[src/rtl/mahi_regs.svh]
`ifndef MAHI_REGS_SVH
`define MAHI_REGS_SVH

// ----------------------------------------------------------------------
// Register map
// ----------------------------------------------------------------------
`define MAHI_ADDR_W          5
`define MAHI_OFF_CTRL        5'h00
`define MAHI_OFF_STATUS      5'h04
`define MAHI_OFF_RESULT      5'h08
`define MAHI_OFF_IRQ_STAT    5'h0C
`define MAHI_OFF_IRQ_MASK    5'h10

// CTRL fields
`define MAHI_CTRL_START      0
`define MAHI_CTRL_TIED       1
`define MAHI_CTRL_FOUR       2
`define MAHI_CTRL_CHAN_LO    4
`define MAHI_CTRL_CHAN_HI    5
`define MAHI_CTRL_RST        32'h0000_0000

// STATUS fields
`define MAHI_STAT_BUSY       0
`define MAHI_STAT_DONE_B     1

// RESULT fields
`define MAHI_RES_CHAN_LO     12

// Interrupt bits
`define MAHI_IRQ_DONE        0
`define MAHI_IRQ_TIMEOUT     1
`define MAHI_IRQ_W           2
`define MAHI_IRQ_RST         2'h0

// ----------------------------------------------------------------------
// Timing
// ----------------------------------------------------------------------
`define MAHI_CLK_MHZ         100
`define MAHI_SAMPLE_NS       150
`define MAHI_MUX_SETUP_NS    75
`define MAHI_ACCESS_NS       50
`define MAHI_TIED_VALID_NS   20
`define MAHI_RECOVER_NS      50
`define MAHI_DONE_LIMIT_NS   1000
// Least times round up to whole cycles
`define MAHI_NS2CYC(ns)      ((((ns) * `MAHI_CLK_MHZ) + 999) / 1000)
`define MAHI_SAMPLE_CYC      `MAHI_NS2CYC(`MAHI_SAMPLE_NS)
`define MAHI_MUX_SETUP_CYC   `MAHI_NS2CYC(`MAHI_MUX_SETUP_NS)
`define MAHI_ACCESS_CYC      `MAHI_NS2CYC(`MAHI_ACCESS_NS)
`define MAHI_TIED_VALID_CYC  `MAHI_NS2CYC(`MAHI_TIED_VALID_NS)
`define MAHI_RECOVER_CYC     `MAHI_NS2CYC(`MAHI_RECOVER_NS)
`define MAHI_DONE_LIMIT_CYC  `MAHI_NS2CYC(`MAHI_DONE_LIMIT_NS)

`endif

[src/rtl/mahi_pkg.sv]
package mahi_pkg;

	typedef enum logic [5:0] {
		MAHI_IDLE    = 6'h01,
		MAHI_SETUP   = 6'h02,
		MAHI_SAMPLE  = 6'h04,
		MAHI_CONV    = 6'h08,
		MAHI_READ    = 6'h10,
		MAHI_RECOVER = 6'h20
	} mahi_state_type;

	typedef struct packed {
		logic cs_b;
		logic sample_b;
		logic read_b;
		logic channel_pick_hi;
		logic channel_pick_lo;
	} mahi_pins_type;

	typedef struct packed {
		logic [5:0] coarse;
		logic [3:0] fine;
	} mahi_result_type;

endpackage

[src/rtl/mahi_timer.sv]
`timescale 1ns/1ns
`default_nettype none

module mahi_timer #(
	parameter int W = 8
) (
	input  wire logic         clk,
	input  wire logic         rst_b,
	input  wire logic         load,
	input  wire logic [W-1:0] load_val,
	output logic              expired
);

	logic [W-1:0] cnt_ff;
	logic [W-1:0] nxt_cnt;

	always_comb begin
		if (load) begin
			nxt_cnt = load_val;
		end else if (cnt_ff != '0) begin
			nxt_cnt = cnt_ff - 1'b1;
		end else begin
			nxt_cnt = cnt_ff;
		end
	end

	always_ff @(posedge clk or negedge rst_b) begin
		if (!rst_b) begin
			cnt_ff <= '0;
		end else begin
			cnt_ff <= nxt_cnt;
		end
	end

	// Reload lands on the state change edge, so expiry needs no load term
	assign expired = (cnt_ff == '0);

endmodule

`default_nettype wire

[src/rtl/mahi_ctrl.sv]
// Operation
// - Split-strobe and tied-strobe modes both supported
// - Channel picks valid at sample strobe fall
// - Split mode: sample strobe low 150 ns; the sequencer holds it low 160 ns (16 cycles)
// - Chip select low for every strobe
// - Tied mode: both strobes fall together
`timescale 1ns/1ns
`default_nettype none
`include "mahi_regs.svh"

module mahi_ctrl
	import mahi_pkg::*;
#(
	parameter int TW = 8
) (
	input  wire logic                   clk,
	input  wire logic                   rst_b,
	input  wire logic [`MAHI_ADDR_W-1:0] addr,
	input  wire logic [31:0]            wdata,
	input  wire logic                   wr,
	input  wire logic                   rd,
	output logic      [31:0]            rdata,
	output logic                        irq,
	output logic                        cs_b,
	output logic                        sample_b,
	output logic                        read_b,
	output logic                        channel_pick_hi,
	output logic                        channel_pick_lo,
	input  wire logic                   done_b,
	input  wire logic [9:0]             conv_data
);

	// ------------------------------------------------------------------
	// Helpers
	// ------------------------------------------------------------------
	function automatic logic [1:0] pick_map(input logic four, input logic [1:0] chan);
		// Two-input parts ignore the high line, so keep it parked low
		pick_map = four ? chan : {1'b0, chan[0]};
	endfunction

	function automatic logic [TW-1:0] state_wait(input mahi_state_type s, input logic tied);
		case (s)
			MAHI_SETUP:   state_wait = TW'(`MAHI_MUX_SETUP_CYC);
			MAHI_SAMPLE:  state_wait = TW'(`MAHI_SAMPLE_CYC);
			MAHI_CONV:    state_wait = TW'(`MAHI_DONE_LIMIT_CYC);
			MAHI_READ:    state_wait = tied ? TW'(`MAHI_TIED_VALID_CYC) : TW'(`MAHI_ACCESS_CYC);
			MAHI_RECOVER: state_wait = TW'(`MAHI_RECOVER_CYC);
			default:      state_wait = '0;
		endcase
	endfunction

	// ------------------------------------------------------------------
	// Register bus
	// ------------------------------------------------------------------
	logic            tied_ff, nxt_tied;
	logic            four_ff, nxt_four;
	logic [1:0]      chan_ff, nxt_chan;
	logic [1:0]      irq_stat_ff, nxt_irq_stat;
	logic [1:0]      irq_mask_ff, nxt_irq_mask;
	logic [31:0]     rdata_ff, nxt_rdata;
	mahi_result_type result_ff, nxt_result;
	logic [1:0]      res_chan_ff, nxt_res_chan;
	logic            start_req;
	logic [1:0]      irq_set;
	mahi_state_type  state_ff, nxt_state;

	assign start_req = wr && (addr == `MAHI_OFF_CTRL) && wdata[`MAHI_CTRL_START];

	always_comb begin
		nxt_tied     = tied_ff;
		nxt_four     = four_ff;
		nxt_chan     = chan_ff;
		nxt_irq_mask = irq_mask_ff;
		nxt_rdata    = 32'h0000_0000;
		nxt_irq_stat = irq_stat_ff;
		if (wr && addr == `MAHI_OFF_CTRL && state_ff == MAHI_IDLE) begin
			// Mode and channel are frozen while a conversion runs
			nxt_tied = wdata[`MAHI_CTRL_TIED];
			nxt_four = wdata[`MAHI_CTRL_FOUR];
			nxt_chan = wdata[`MAHI_CTRL_CHAN_HI:`MAHI_CTRL_CHAN_LO];
		end
		if (wr && addr == `MAHI_OFF_IRQ_MASK) begin
			nxt_irq_mask = wdata[`MAHI_IRQ_W-1:0];
		end
		if (wr && addr == `MAHI_OFF_IRQ_STAT) begin
			nxt_irq_stat = irq_stat_ff & ~wdata[`MAHI_IRQ_W-1:0];
		end
		// Set wins over a clear in the same cycle
		nxt_irq_stat = nxt_irq_stat | irq_set;
		if (rd) begin
			case (addr)
				`MAHI_OFF_CTRL: begin
					nxt_rdata[`MAHI_CTRL_TIED] = tied_ff;
					nxt_rdata[`MAHI_CTRL_FOUR] = four_ff;
					nxt_rdata[`MAHI_CTRL_CHAN_HI:`MAHI_CTRL_CHAN_LO] = chan_ff;
				end
				`MAHI_OFF_STATUS: begin
					nxt_rdata[`MAHI_STAT_BUSY]   = (state_ff != MAHI_IDLE);
					nxt_rdata[`MAHI_STAT_DONE_B] = done_b;
				end
				`MAHI_OFF_RESULT: begin
					nxt_rdata[9:0] = result_ff;
					nxt_rdata[`MAHI_RES_CHAN_LO+1:`MAHI_RES_CHAN_LO] = res_chan_ff;
				end
				`MAHI_OFF_IRQ_STAT: nxt_rdata[`MAHI_IRQ_W-1:0] = irq_stat_ff;
				`MAHI_OFF_IRQ_MASK: nxt_rdata[`MAHI_IRQ_W-1:0] = irq_mask_ff;
				default:            nxt_rdata = 32'h0000_0000;
			endcase
		end
	end

	always_ff @(posedge clk or negedge rst_b) begin
		if (!rst_b) begin
			tied_ff     <= 1'(`MAHI_CTRL_RST >> `MAHI_CTRL_TIED);
			four_ff     <= 1'b0;
			chan_ff     <= 2'h0;
			irq_stat_ff <= `MAHI_IRQ_RST;
			irq_mask_ff <= `MAHI_IRQ_RST;
			rdata_ff    <= 32'h0000_0000;
		end else begin
			tied_ff     <= nxt_tied;
			four_ff     <= nxt_four;
			chan_ff     <= nxt_chan;
			irq_stat_ff <= nxt_irq_stat;
			irq_mask_ff <= nxt_irq_mask;
			rdata_ff    <= nxt_rdata;
		end
	end

	assign rdata = rdata_ff;
	assign irq   = |(irq_stat_ff & irq_mask_ff);

	// ------------------------------------------------------------------
	// Conversion sequencer
	// ------------------------------------------------------------------
	logic          tmr_load;
	logic          tmr_done;
	logic [1:0]    pick;
	mahi_pins_type pins_ff, nxt_pins;

	mahi_timer #(.W(TW)) u_timer (
		.clk      (clk),
		.rst_b    (rst_b),
		.load     (tmr_load),
		.load_val (state_wait(nxt_state, tied_ff)),
		.expired  (tmr_done)
	);

	assign tmr_load = (nxt_state != state_ff);
	// Picks follow the accepted write so they are right when chip select falls
	assign pick     = pick_map(nxt_four, nxt_chan);

	always_comb begin
		nxt_state  = state_ff;
		nxt_result = result_ff;
		nxt_res_chan = res_chan_ff;
		irq_set    = 2'h0;
		case (state_ff)
			MAHI_IDLE: begin
				// A start while busy is simply dropped
				if (start_req) begin
					nxt_state = MAHI_SETUP;
				end
			end
			MAHI_SETUP: begin
				if (tmr_done) begin
					// Tied mode has no host-timed sample phase
					nxt_state = tied_ff ? MAHI_CONV : MAHI_SAMPLE;
				end
			end
			MAHI_SAMPLE: begin
				if (tmr_done) begin
					nxt_state = MAHI_CONV;
				end
			end
			MAHI_CONV: begin
				// Bus data during a tied conversion is still the old word
				if (!done_b) begin
					nxt_state = MAHI_READ;
				end else if (tmr_done) begin
					irq_set[`MAHI_IRQ_TIMEOUT] = 1'b1;
					nxt_state = MAHI_RECOVER;
				end
			end
			MAHI_READ: begin
				if (tmr_done) begin
					nxt_result   = conv_data;
					nxt_res_chan = chan_ff;
					irq_set[`MAHI_IRQ_DONE] = 1'b1;
					nxt_state = MAHI_RECOVER;
				end
			end
			MAHI_RECOVER: begin
				// Covers done_b rising after read and the gap to the next start
				if (tmr_done) begin
					nxt_state = MAHI_IDLE;
				end
			end
			default: nxt_state = MAHI_IDLE;
		endcase
	end

	always_comb begin
		nxt_pins.cs_b            = 1'b1;
		nxt_pins.sample_b        = 1'b1;
		nxt_pins.read_b          = 1'b1;
		nxt_pins.channel_pick_hi = pick[1];
		nxt_pins.channel_pick_lo = pick[0];
		case (nxt_state)
			MAHI_SETUP: nxt_pins.cs_b = 1'b0;
			MAHI_SAMPLE: begin
				nxt_pins.cs_b     = 1'b0;
				nxt_pins.sample_b = 1'b0;
			end
			MAHI_CONV, MAHI_READ: begin
				nxt_pins.cs_b     = 1'b0;
				nxt_pins.sample_b = !tied_ff;
				nxt_pins.read_b   = !tied_ff && (nxt_state != MAHI_READ);
			end
			default: nxt_pins.cs_b = 1'b1;
		endcase
	end

	always_ff @(posedge clk or negedge rst_b) begin
		if (!rst_b) begin
			state_ff    <= MAHI_IDLE;
			result_ff   <= '0;
			res_chan_ff <= 2'h0;
			pins_ff     <= '{cs_b: 1'b1, sample_b: 1'b1, read_b: 1'b1,
			                 channel_pick_hi: 1'b0, channel_pick_lo: 1'b0};
		end else begin
			state_ff    <= nxt_state;
			result_ff   <= nxt_result;
			res_chan_ff <= nxt_res_chan;
			pins_ff     <= nxt_pins;
		end
	end

	assign cs_b            = pins_ff.cs_b;
	assign sample_b        = pins_ff.sample_b;
	assign read_b          = pins_ff.read_b;
	assign channel_pick_hi = pins_ff.channel_pick_hi;
	assign channel_pick_lo = pins_ff.channel_pick_lo;

	// ------------------------------------------------------------------
	// Checks
	// ------------------------------------------------------------------
	logic [7:0] low_cnt_ff;
	logic [7:0] nxt_low_cnt;

	always_comb begin
		nxt_low_cnt = sample_b ? 8'h00 : (low_cnt_ff + 8'h01);
	end

	always_ff @(posedge clk or negedge rst_b) begin
		if (!rst_b) begin
			low_cnt_ff <= 8'h00;
		end else begin
			low_cnt_ff <= nxt_low_cnt;
		end
	end
endmodule

`default_nettype wire

[config.mk]
export PLATFORM = sky130hd
export DESIGN_NAME = mahi_ctrl
export DESIGN_NICKNAME = d
export VERILOG_FILES = /design/src/rtl/mahi_pkg.sv /design/src/rtl/mahi_timer.sv /design/src/rtl/mahi_ctrl.sv
export VERILOG_INCLUDE_DIRS = /design/src /design/src/rtl
export SDC_FILE = /design/constraint.sdc
export NUM_CORES = 1
export LEC_CHECK = 0
export BUFFER_PORTS_ARGS = -buffer_cell sky130_fd_sc_hd__clkbuf_2
export CORE_UTILIZATION = 35
export CTS_CLUSTER_SIZE = 24
export DETAILED_ROUTE_END_ITERATION = 16
export PLACE_DENSITY_LB_ADDON = 0.25
export SYNTH_ARGS = -nofsm -noshare
export SYNTH_HDL_FRONTEND = slang
export SYNTH_SLANG_ARGS = --single-unit
[constraint.sdc]
create_clock -name clk -period 2.4 [get_ports clk]
set_input_delay 0.36 -clock clk [delete_from_list [all_inputs] [get_ports clk]]
set_output_delay 0.36 -clock clk [all_outputs]
set_load 0.02 [all_outputs]
# After elaboration in Yosys (flattened, before gate mapping)
# Cells that the tools add are included.
[word_totals]
wordCells = 85
regBits = 71
inputBits = 52
[classes]
bitwise_logic = 4
n_addsub = 1
muxes = 31
eq_ne = 18
reduce_logical = 15
[op_table]
columns = ["operator", "n"]
rows = [
  ["$mux 6", 6],
  ["$pmux 6 s6", 1],
  ["$pmux 7 s5", 1],
  ["$mux 8", 2],
  ["$mux 14", 1],
  ["$eq 6x2->1 const B", 2],
  ["$eq 6x3->1 const B", 2],
  ["$eq 6x4->1 const B", 2],
  ["$eq 6x5->1 const B", 2],
  ["$eq 6x6->1 const B", 2],
  ["$eq 5x4->1 const B", 2],
  ["$logic_not 8->1", 1],
  ["$mux 1", 8],
  ["$mux 2", 4],
  ["$mux 4", 2],
  ["$reduce_bool 8->1", 1],
  ["$sub 8x1->8 const B", 1],
  ["$eq 6x1->1 const B", 1],
  ["$logic_and 1x1->1", 6],
  ["$ne 6x1->1 const B", 1],
  ["$ne 6x5->1 const B", 1],
  ["$ne 6x6->1", 1],
  ["$eq 5x3->1 const B", 1],
  ["$eq 5x5->1 const B", 1],
  ["14 further kinds", 17],
]

# Logic depth before layout (Yosys ltp)
# Gate-level depths: netlist of the first run.
[logic_depth]
depth_word = 8
ltp_mapped = 10
depth_no_buf = 9

# By module
# A second synthesis of the first run with hierarchy kept.
[unflattened]
hier_cells = 250
area_unflattened_um2 = 2665.1
[by_module_without_submodules]
columns = ["mod", "n_inst", "area_each_um2", "seq_area_each_um2", "cells_per_inst"]
rows = [
  ["mahi_ctrl", 1, 2188.3, 1056.0, 196],
  ["mahi_timer", 1, 476.7, 200.2, 54],
]

# Least setup slack after synthesis of the first run
# Ideal clock, no wire load.
[synth_timing]
path_type = "in2reg"
from = "in addr[2]"
to = "reg u_timer.cnt_ff[1]"
n_path_buf = 1
setup_time_ns = 0.125
setup_slack_ns = 0.125
t_arrival_ns = 2.150
stages = 7
path_cell_list = "buf_2 > or4b_1 > nor4_4 > a221o_1 > nor3_2 > o21ai_2 > mux2_4"
[synth_between]
elab_chain_cells = 8
[synth_lines]
columns = ["element", "line_no", "rtl"]
rows = [
  ["start: declaration", "mahi_ctrl.sv:18", "input wire logic [`MAHI_ADDR_W-1:0] addr,"],
  ["$logic_not 5->1 *", "--", ""],
  ["$logic_and 1x1->1 * (2 in series)", "mahi_ctrl.sv:67", "assign start_req = wr && (addr == `MAHI_OFF_CTRL) && wdata[`MAHI_CTRL_START];"],
  ["$mux 6 *", "mahi_ctrl.sv:161", "if (start_req) begin"],
  ["$pmux 6 s6 *", "mahi_ctrl.sv:158", "case (state_ff)"],
  ["$eq 6x6->1, or another cell as far along", "mahi_ctrl.sv:42", "case (s)"],
  ["$pmux 7 s5", "mahi_ctrl.sv:42", ""],
  ["$mux 8", "mahi_timer.sv:18", "if (load) begin"],
  ["end signal: assignment", "mahi_timer.sv:31", "cnt_ff <= nxt_cnt;"],
  ["end: declaration", "mahi_timer.sv:14", "logic [W-1:0] cnt_ff;"],
]
# Every way passes the cells marked *; elsewhere a longest branch is shown, timed or not.
# A chain may end at the register's enable or synchronous reset.

# Worst setup path after layout of the first run
[layout_timing]
from = "reg u_timer.cnt_ff[0]"
to = "reg u_timer.cnt_ff[6]"
[layout_between]
elab_chain_cells = 7
[layout_lines]
columns = ["element", "line_no", "rtl"]
rows = [
  ["$logic_not 8->1", "mahi_timer.sv:36", "assign expired = (cnt_ff == '0);"],
  ["$mux 6", "mahi_ctrl.sv:180, mahi_ctrl.sv:186", ""],
  ["$mux 6", "mahi_ctrl.sv:178", "if (!done_b) begin"],
  ["$pmux 6 s6", "mahi_ctrl.sv:158", ""],
  ["$eq 6x6->1, or another cell as far along", "mahi_ctrl.sv:42", ""],
  ["$pmux 7 s5", "mahi_ctrl.sv:42", ""],
  ["$mux 8", "mahi_timer.sv:18", ""],
]
# Several ways; a longest one is shown, not always the timed one. The select of a mux whose other input is x is not followed.

==> summary.txt, run 1 <==
Worst setup path
  • Worst path max stage delay: approximately 0.35 ns
  • Worst-path cell chain: inv_1 > ha_1 > nor4b_4 > nand2_2 > buf_4 > o21ai_1 > a221o_1 > nor3_4 > o21ai_4 > mux2_4
  • Critical Path Slowest Stage Cell: dfrtp_1
  • CP Launch Type: flop
  • Max Fanout on Critical Path: 6
  • Crit path buf inv count: 2
  • Worst R2R End: u_timer.cnt_ff[6]$_DFFE_PN0P_
  • Reg-to-Reg Start: u_timer.cnt_ff[0]$_DFFE_PN0P_
  • R2R depth: 10
  • Crit-path leading delay family: simple AND/OR/NAND/NOR gates
  • Critical path required time: roughly 2.6 ns
  • Worst setup EP type: flop
  • Arrival time at the worst endpoint: approximately 2.4 ns
  • WS Path Type: flop to flop
  • Reg2Reg Setup Slack: ~0.15 ns

Cells and area
  • Layout cells sized above 1: 35.2%
  • Layout overhead on the synthesized area: 19.9%
  • Final #Nets: roughly 360
  • Antenna cells: 0
  • Non-Filler Instances: just over 400

Clock tree
  • CTS Hold Bufs: 0
  • CTS tree: done
  • # H-tree levels: 2
  • Clock sinks: 50
  • Clock-pin slew on the worst setup and hold paths: 0.10 ns
  • Clock tree buffer depth: 2
  • Worst skew pair latency: 0.31 ns
  • Clock Tree Root: clkbuf_8
  • Num CTS Buffers: 5

STA
  • Worst relative slew slack: between 60% and 70%
  • Fmax: 444 MHz
  • Clock Skews: around 0.015 ns
  • Worst slew pin tran: 0.543 ns
  • Unrepaired setup endpoints after global routing: false
  • Period utilization: 93.8%
  • Setup TNS: 0 ns
  • Slew Viols, Final: 0
  • Endpoints failing setup: 0
  • Final hold vios: 0
  • Clock period minus worst slack: approximately 2.3 ns

Die
  • Initial Utilization: between 30% and 40%
  • Rows: 30
  • CORE AREA: approximately 6900 µm²
  • Die extent in x: between 80 and 90 µm
  • Die area: approximately 7700 µm²
  • Die Y-Extent: approximately 88 µm
  • # IOs: 90

Route
  • Drt pass-1 iters: 4
  • Max layer used: met4
  • Met3 WL post-DR: ~280 µm
  • Routed Antenna Nets: 0
  • WL met1: about 2300 µm
  • First DRT Iteration DRCs: between 90 and 100
  • Wire per inst: 13.4 µm
  • Vias/cell: roughly 4.8
  • Final wirelength: between 5000 and 6000 µm
  • Met2 wire length: around 2700 µm
  • Via count: 1951
  • Post-route DRC: 0

Logic synthesis
  • Synth Flop Type: dfrtp_1
  • YS warnings: 0
  • Cell taking the most area after synthesis: dfrtp_1
  • Flops & latches, synth: 50
  • Syn Area/Cell: ~10 µm²
  • Asr flop ratio synth: 100%
  • Number of enable flip-flop cells after synthesis: 0
  • Syn Std Cell Area: 2570 µm²
  • Synth area leaders: dfrtp_1 45%, mux2_2 7.9%, buf_4 6.1%
  • Mapped Cells: approximately 250
  • Synth cell types: 50
  • Yosys top cell area share: 44.7%
  • Sequential fraction of the synthesis area: 48.8%

Global route
  • Grt ovf: 0
  • Vias in the first global route: a little under 2k
  • Global-route wire length before repair: a little over 9000 µm
  • GRT Total Usage: 15.4%
  • Pin count of the biggest net entering global routing: 51
  • Initial antenna violation count: 0

Pwr
  • VDD IR max: roughly 0.38 mV
  • Pwr Total: about 2500 µW
  • Leakage Power: ~0.0015 µW
  • Power Density: about 830 nW/µm²

Outcome
  • Outcome: complete, no violations

Placement
  • Detailed placement HPWL: just under 4000 µm
  • Gp weighted congestion: 0.846
  • Placed cells: just under 400
  • Number of I/O port buffers: 42

Min path
  • Worst min path class: input port to async pin

Flow run
  • Max Cap Viol: 0
## state kept, by name (all words and copies together) (netlist names)
name             flops
read_b               1
channel_pick_hi      1
state_ff             6
four_ff              1
rdata               12
cs_b                 1
u_timer.cnt_ff       8
result_ff           10
irq_stat_ff          2
sample_b             1
res_chan_ff          2
chan_ff              2
irq_mask_ff          2
tied_ff              1
## synth_stat cells (2+ instances only)
cell type and n:
o21ai_1 2, or3_1 2, mux2i_1 8, nand4b_1 3
xnor2_1 3, nor4_1 3, buf_2 2, and4b_1 2
nand2b_1 2, a21o_1 3, o31ai_1 2, nand2_1 16
buf_4 21, a21oi_1 8, o21ai_0 11, inv_1 4
mux2_2 18, nand3_1 5, or2_2 2, nor2b_1 3
and2_1 10, mux2_4 2, buf_1 2, nand4_1 2
nor2_1 22, nor3_1 11, clkbuf_1 5, dfrtp_1 46
nand3b_1 2, dfstp_2 4
## stage by stage
| stage | hold WS (ns) | util [%] | setup WS (ns) | cell area (µm²) |
|---|---|---|---|---|
| floorplan | 0.0644 | - | 0.125 | 2640 |
| global placement | 0.373 | 42.2 | 0.0517 | 2930 |
| detailed placement | 0.380 | 42.2 | 0.0116 | 2930 |
| CTS | 0.0283 | 43.8 | 0.00893 | 3040 |
| global route | 0.0376 | 44.4 | 0.0233 | 3090 |
| finish | 0.0204 | 44.4 | 0.148 | 3090 |
## metal layers
metal	up-vias	GRT usage [%]
met3	6	4.05
met4	0	5.51
met1	954	18.7
met2	52	26.5
met5	-	0
li1	939	-
## kinds of logic (layout without fill, tap and decap cells)
kind of cell | after synthesis | count (layout) | synth area share (%)
buffers and inverters | 35 | 77 | 8.56
flip-flops | 50 | 50 | 48.8
XOR/XNOR | 4 | 4 | 1.36
adder cells (fa/ha/maj) | 1 | 1 | 0.486
AND/OR/NAND/NOR | 93 | 93 | 20.2
multiplexers | 28 | 28 | 12.2
other | 1 | 20 | 0.146
AO/OA/AOI/OAI | 34 | 34 | 8.22
## worst max-delay path by stage
| stage | startpoint | endpoint | slack (ns) | cells after the start |
|---|---|---|---|---|
| floorplan | addr[2] | u_timer.cnt_ff[1]$_DFFE_PN0P_ | 0.12 | 7 |
| global placement | u_timer.cnt_ff[1]$_DFFE_PN0P_ | u_timer.cnt_ff[1]$_DFFE_PN0P_ | 0.05 | 10 |
| detailed placement | u_timer.cnt_ff[1]$_DFFE_PN0P_ | u_timer.cnt_ff[6]$_DFFE_PN0P_ | 0.01 | 10 |
| CTS | u_timer.cnt_ff[1]$_DFFE_PN0P_ | u_timer.cnt_ff[2]$_DFFE_PN0P_ | 0.009 | 8 |
| global route | u_timer.cnt_ff[0]$_DFFE_PN0P_ | u_timer.cnt_ff[6]$_DFFE_PN0P_ | 0.02 | 10 |
| finish | u_timer.cnt_ff[0]$_DFFE_PN0P_ | u_timer.cnt_ff[6]$_DFFE_PN0P_ | 0.15 | 10 |
## timing repair
action                                  4_1_cts  5_1_grt
endpoints found under the setup margin        2       12
pin swaps                                     1        2
resized for setup                             0        9
gates cloned                                  0        0
setup buffers                                 2        1
## cell type report
cell class | instances | area, µm²
Fill cell | 686 | 3860
Sequential cell | 50 | 1260
Multi-Input combinational cell | 180 | 1200
Timing Repair Buffer | 65 | 395
Tap cell | 96 | 120
Clock buffer | 5 | 68.8
Clock inverter | 3 | 28.8
Inverter | 4 | 15.0
## power by group
part	total [µW]	switching, µW	internal [µW]
logic	986	509	478
clock network	516	300	216
registers	1050	87.3	959
## cell usage in the layout (no fill, tap or decap), drive strengths merged, types with 3 or more instances in the layout
cell type  count
dfstp          4
mux2          20
nand4b         3
xnor2          3
nor4           4
nor3          12
dfrtp         46
and2          10
a21o           3
nand2         16
a21oi          8
nor2b          3
buf           23
mux2i          8
inv            5
conb          20
nand3          5
o21ai         14
nor2          22
clkbuf        47
(Power assumes the default switching activity.)
==> inputs of run 2 (changes only) <==
--- a/config.mk
+++ b/config.mk
@@ -11,6 +11,7 @@
 export CTS_CLUSTER_SIZE = 24
 export DETAILED_ROUTE_END_ITERATION = 16
 export PLACE_DENSITY_LB_ADDON = 0.25
+export SETUP_SLACK_MARGIN = 0.5
 export SYNTH_ARGS = -nofsm -noshare
 export SYNTH_HDL_FRONTEND = slang
 export SYNTH_SLANG_ARGS = --single-unit
==> summary.txt, run 2 (synthesis results as in run 1) <==
Cells and area
  • Max reg flops: 12 (unchanged)
  • Layout cells sized above 1: 46.2% (+11 points)
  • Most common cell after layout, fill and taps aside: dfrtp_1
  • Non-Filler Instances: 421 (+4.5%)
  • Area taken by multi-input logic gates: 1340 µm² (+11%)
  • Filler cells: 645 (-6.0%)
  • Antenna cells: 0 (unchanged)
  • Layout overhead on the synthesized area: 31.3%
  • Final #Nets: 377 (+5.0%)
  • Most frequent cells in the layout: 45 x dfrtp_1, 42 x clkbuf_2, 33 x buf_4
  • FF/Latch Area: 1260 µm² (+0.10%)

Worst setup path
  • Reg2Reg Setup Slack: 0.26 ns (+0.11 ns)
  • Worst R2R End: u_timer.cnt_ff[6]$_DFFE_PN0P_
  • Max Fanout on Critical Path: 5 (-1)
  • Worst path max stage delay: 0.40 ns (+0.05 ns)
  • WS Path Type: flop to flop
  • R2R depth: 7 (-3)
  • Critical Path Slowest Stage Cell: dfrtp_1
  • Arrival time at the worst endpoint: 2.34 ns (-0.10 ns)
  • Reg-to-Reg Start: state_ff[4]$_DFF_PN0_
  • Critical path required time: 2.60 ns (about the same)
  • Worst setup EP type: flop
  • Worst-path cell chain: or3_4 > a211oi_2 > o21ai_1 > a221o_1 > nor3_4 > o21ai_4 > mux2_4
  • CP Launch Type: flop

Route
  • Vias/cell: 4.85 (+0.24%)
  • First DRT Iteration DRCs: 152 (+58%)
  • Post-route DRC: 0 (unchanged)
  • Drt pass-1 iters: 4 (unchanged)
  • Routed Antenna Nets: 0 (unchanged)
  • Via count: 2043 (+4.7%)
  • Wire per inst: 13.7 µm (+2.7%)
  • Final wirelength: 5780 µm (+7.3%)

Pwr
  • VDD IR max: 0.408 mV (+7.5%)
  • Power Density: 834 nW/µm² (+0.95%)
  • Leakage Power: 0.00164 µW (+8.9%)

Die
  • # IOs: 90 (unchanged)
  • Die extent in x: 87.7 µm (unchanged)
  • Die Y-Extent: 87.7 µm (unchanged)
  • Initial Utilization: 37.0% (unchanged)
  • CORE AREA: 6940 µm² (unchanged)
  • Rows: 30 (unchanged)
  • Die area: 7700 µm² (unchanged)

Clock tree
  • Num CTS Buffers: 5 (unchanged)
  • Clock tree buffer depth: 2 (unchanged)
  • Clock Tree Root: clkbuf_8
  • CTS tree: done
  • Clock sinks: 50 (unchanged)
  • Worst skew pair latency: 0.30 ns (about the same)
  • Clock-pin slew on the worst setup and hold paths: 0.11 ns (about the same)
  • # H-tree levels: 2 (unchanged)

Global route
  • Global-route wire length before repair: 9190 µm (+1.1%)
  • Pin count of the biggest net entering global routing: 51 (unchanged)
  • Grt ovf: 0 (unchanged)
  • Vias in the first global route: 1930 (-1.2%)
  • Initial antenna violation count: 0 (unchanged)
  • GRT Total Usage: 15.3% (-0.16 points)

STA
  • Worst relative slew slack: 58.8% (-4.7 points)
  • Clock period minus worst slack: 2.14 ns (-0.115 ns)
  • Clock Skews: 0.0112 ns (-0.00381 ns)
  • Setup TNS: 0 ns (unchanged)
  • Worst slew pin tran: 0.619 ns (+0.0760 ns)
  • Final worst slack: 0.263 ns (+0.115 ns)
  • Period utilization: 89.0% (-4.8 points)
  • Fmax: 468 MHz (+5.4%)
  • Final hold vios: 0 (unchanged)
  • Unrepaired setup endpoints after global routing: true
  • Endpoints failing setup: 0 (unchanged)
  • Slew Viols, Final: 0 (unchanged)
  • Hold slack: 0.146 ns (+0.126 ns)

Flow run
  • Max Cap Viol: 0 (unchanged)

Outcome
  • Outcome: complete, no violations

Placement
  • Worst slack at placement: 0.0383 ns (+0.0267 ns)
  • Placed cells: 390 (-0.51%)
  • Number of I/O port buffers: 42 (unchanged)
  • Gp weighted congestion: 0.851 (+0.56%)
  • Detailed placement HPWL: 3820 µm (-3.8%)

Min path
  • Worst min path class: input port to async pin
[run 2: cell types whose count changed in the layout (fill, tap and decap cells not counted), sizes merged]
| cell | change |
|---|---|
| buf | +18 |
[run 2: through the flow]
step,utilization (%),instance area (µm²),total power [µW]
floorplan,-,2720,1740
global placement,42.6,2960,1950
detailed placement,42.6,2960,1970
CTS,46.6,3240,2700
global route,48.6,3380,3000
finish,48.6,3380,2820
[run 2: worst max-delay path by stage]
stage                                  startpoint                             to  slack [ns]  depth (start not counted)
CTS                         state_ff[4]$_DFF_PN0_  u_timer.cnt_ff[6]$_DFFE_PN0P_        0.28                          7
detailed placement  u_timer.cnt_ff[1]$_DFFE_PN0P_  u_timer.cnt_ff[1]$_DFFE_PN0P_        0.04                          9
finish                      state_ff[4]$_DFF_PN0_  u_timer.cnt_ff[6]$_DFFE_PN0P_        0.26                          7
floorplan                                 addr[2]  u_timer.cnt_ff[1]$_DFFE_PN0P_        0.20                          7
global route                state_ff[4]$_DFF_PN0_  u_timer.cnt_ff[6]$_DFFE_PN0P_        0.20                          7
global placement    u_timer.cnt_ff[1]$_DFFE_PN0P_  u_timer.cnt_ff[6]$_DFFE_PN0P_        0.04                          9
[run 2: cell type report]
class	instances	area share [%]
well taps	96	3.56
clock buffers	5	2.04
multi-input cells	180	39.6
clock inverters	3	0.852
inverters	4	0.444
repair buffers	83	16.3
flip-flops and latches	50	37.2
[run 2: worst max-delay path: cells and delay by family, from the launching register on]
kind            cells  cell delay (ns)
simple gates        2             0.59
flops               1             0.40
compound gates      4             0.73
mux                 1             0.31
[run 2: per-layer routing]
| metal | part of all wire, % | track usage [%] | up-vias |
|---|---|---|---|
| met5 | 0 | 0 | - |
| met2 | 50 | 25.4 | 66 |
| met3 | 4.8 | 3.49 | 5 |
| met1 | 45 | 20.5 | 1002 |
| met4 | 0.47 | 2.98 | 0 |
| li1 | - | - | 970 |
[run 2: repair_timing]
item / in CTS / in global routing
hold buffers: 0 / 0
setup endpoints to repair: 27 / 30
gates resized for setup: 22 / 19
buffers inserted: 13 / 9
pin swaps: 9 / 4
cloned: 1 / 0
endpoints found under the hold margin: 0 / 0
[run 2: power by group]
part / total, µW / internal [µW] / switching [µW]
combinational: 1200 / 633 / 570
clock: 531 / 217 / 314
sequential: 1080 / 960 / 124
total: 2820 / 1810 / 1010
==> inputs of run 3 (changes only) <==
--- a/config.mk
+++ b/config.mk
@@ -10,7 +10,8 @@
 export CORE_UTILIZATION = 35
 export CTS_CLUSTER_SIZE = 24
 export DETAILED_ROUTE_END_ITERATION = 16
-export PLACE_DENSITY_LB_ADDON = 0.25
+export MAX_ROUTING_LAYER = met4
+export PLACE_DENSITY = 0.61
 export SETUP_SLACK_MARGIN = 0.5
 export SYNTH_ARGS = -nofsm -noshare
 export SYNTH_HDL_FRONTEND = slang
==> summary.txt, run 3 (synthesis results as in run 1) <==
Outcome
  • Outcome: complete, no violations

Cells and area
  • Most common cell after layout, fill and taps aside: dfrtp_1
  • Filler cells: 658 (+2.0%)
  • Antenna cells: 0 (unchanged)
  • Area taken by multi-input logic gates: 1320 µm² (-1.1%)
  • Layout overhead on the synthesized area: 28.9%
  • Non-Filler Instances: 415 (-1.4%)
  • Max reg flops: 12 (unchanged)
  • Final #Nets: 371 (-1.6%)
  • FF/Latch Area: 1260 µm² (unchanged)
  • Most frequent cells in the layout: 45 x dfrtp_1, 42 x clkbuf_2, 32 x buf_4
  • Layout cells sized above 1: 44.2% (-2.0 points)
  • Finished layout cell area: 3320 µm² (-1.8%)

Worst setup path
  • Arrival time at the worst endpoint: 2.39 ns (+0.05 ns)
  • CP startpoint: state_ff[4]$_DFF_PN0_
  • WS Path Type: flop to flop
  • Reg2Reg Setup Slack: 0.20 ns (-0.06 ns)
  • Critical Path Slowest Stage Cell: dfrtp_2
  • R2R depth: 7 (unchanged)
  • CP Launch Type: flop
  • Worst-path cell chain: or3_4 > a211oi_2 > o21ai_1 > a221o_1 > nor3_4 > o21ai_4 > mux2_4
  • Worst R2R End: u_timer.cnt_ff[6]$_DFFE_PN0P_
  • Max Fanout on Critical Path: 5 (unchanged)
  • Worst setup EP type: flop
  • Worst path max stage delay: 0.44 ns (+0.04 ns)
  • Critical path required time: 2.59 ns (about the same)
  • Reg-to-Reg Start: state_ff[4]$_DFF_PN0_
  • Setup crit end: u_timer.cnt_ff[6]$_DFFE_PN0P_

Route
  • First DRT Iteration DRCs: 137 (-9.9%)
  • Routed Antenna Nets: 0 (unchanged)
  • Final wirelength: 5610 µm (-2.8%)
  • Post-route DRC: 0 (unchanged)
  • Vias/cell: 4.90 (+0.95%)
  • Drt pass-1 iters: 4 (unchanged)
  • Wire per inst: 13.5 µm (-1.4%)
  • Via count: 2033 (-0.49%)

Die
  • CORE AREA: 6940 µm² (unchanged)
  • Initial Utilization: 37.0% (unchanged)
  • Rows: 30 (unchanged)
  • Die extent in x: 87.7 µm (unchanged)
  • # IOs: 90 (unchanged)
  • Die Y-Extent: 87.7 µm (unchanged)
  • Die area: 7700 µm² (unchanged)

STA
  • Clock Skews: 0.0111 ns (-0.0000714 ns)
  • Worst slew pin tran: 0.624 ns (+0.00557 ns)
  • Unrepaired setup endpoints after global routing: true
  • Worst relative slew slack: 58.4% (-0.37 points)
  • Slew Viols, Final: 0 (unchanged)
  • Period utilization: 91.7% (+2.7 points)
  • Clock period minus worst slack: 2.20 ns (+0.0637 ns)
  • Final hold vios: 0 (unchanged)
  • Endpoints failing setup: 0 (unchanged)
  • Setup TNS: 0 ns (unchanged)
  • Fmax: 454 MHz (-2.9%)
  • Final worst slack: 0.199 ns (-0.0637 ns)
  • Hold slack: 0.143 ns (-0.00327 ns)

Placement
  • Worst slack at placement: 0.0852 ns (+0.0469 ns)
  • Gp weighted congestion: 0.844 (-0.83%)
  • Area after DPL: 2920 µm² (-1.3%)
  • Placed cells: 385 (-1.3%)
  • Detailed placement HPWL: 3710 µm (-2.9%)
  • Number of I/O port buffers: 42 (unchanged)

Global route
  • Pin count of the biggest net entering global routing: 51 (unchanged)
  • GRT Total Usage: 15.5% (+0.18 points)
  • Initial antenna violation count: 0 (unchanged)
  • Global-route wire length before repair: 8860 µm (-3.6%)
  • Vias in the first global route: 1874 (-2.9%)
  • Grt ovf: 0 (unchanged)

Pwr
  • Power Density: 859 nW/µm² (+3.0%)
  • Leakage Power: 0.00159 µW (-2.9%)
  • VDD IR max: 0.392 mV (-4.0%)

Flow run
  • Max Cap Viol: 0 (unchanged)

Clock tree
  • Clock sinks: 50 (unchanged)
  • Clock tree buffer depth: 2 (unchanged)
  • CTS tree: done
  • Clock Tree Root: clkbuf_8
  • Num CTS Buffers: 5 (unchanged)
  • # H-tree levels: 2 (unchanged)
  • Worst skew pair latency: 0.30 ns (about the same)
  • Clock-pin slew on the worst setup and hold paths: 0.10 ns (about the same)

Min path
  • Worst min path class: input port to async pin
==> run 3: cell types whose count changed in the layout (fill, tap and decap cells not counted), sizes merged <==
cell / before / now
buf: 41 / 35
bufinv: 0 / 1
clkbuf: 47 / 48
clkinv: 2 / 0
clkinvlp: 0 / 1
inv: 5 / 4
==> run 3: timing repair <==
action | in CTS | in global routing
hold buffers | 0 | 0
pin swaps | 9 | 3
resized for setup | 17 | 12
setup endpoints to repair | 31 | 33
buffers inserted | 14 | 8
==> run 3: through the flow <==
step | power, µW | utilization (%)
after detailed placement | 1950 | 42.0
final | 2850 | 47.8
after floorplan | 1740 | -
after global routing | 3020 | 47.8
after CTS | 2750 | 46.3
after global placement | 1940 | 42.0
==> run 3: layout make-up <==
cell class | count | share of cell area [%]
Inverter | 4 | 0.453
Multi-Input combinational cell | 180 | 39.8
Clock inverter | 2 | 1.13
Timing Repair Buffer | 77 | 14.9
Sequential cell | 50 | 37.9
Tap cell | 96 | 3.62
Clock buffer | 6 | 2.19
==> run 3: critical path, delay by kind of cell (launching register included) <==
family / cells / cell delay (ns)
flip-flops: 1 / 0.44
AND/OR/NAND/NOR: 2 / 0.58
multiplexers: 1 / 0.31
AO/OA/AOI/OAI: 4 / 0.76
==> run 3: worst min-delay path by stage <==
stage / cells after the start / to / slack, ns / start
after floorplan: 0 / chan_ff[0]$_DFFE_PN0P_ / 0.06 / rst_b
after global placement: 1 / rdata[8]$_DFF_PN0_ / 0.45 / result_ff[8]$_DFFE_PN0P_
after detailed placement: 1 / rdata[12]$_DFF_PN0_ / 0.47 / res_chan_ff[0]$_DFFE_PN0P_
after CTS: 2 / irq_mask_ff[0]$_DFFE_PN0P_ / 0.17 / rst_b
after global routing: 2 / irq_mask_ff[0]$_DFFE_PN0P_ / 0.21 / rst_b
final: 2 / irq_mask_ff[0]$_DFFE_PN0P_ / 0.14 / rst_b
==> run 3: per-layer routing <==
layer,GRT usage [%],part of all wire (%)
met4,6.41,2.2
met5,-,0
met1,19.2,44
met3,3.58,4.8
met2,24.2,49
==> run 3: report_power, final <==
group	leakage (µW)	total (µW)	internal, µW	switching [µW]
Combinational	0.000901	1170	596	573
Sequential	0.000642	1090	960	126
Clock	0.0000514	594	311	283
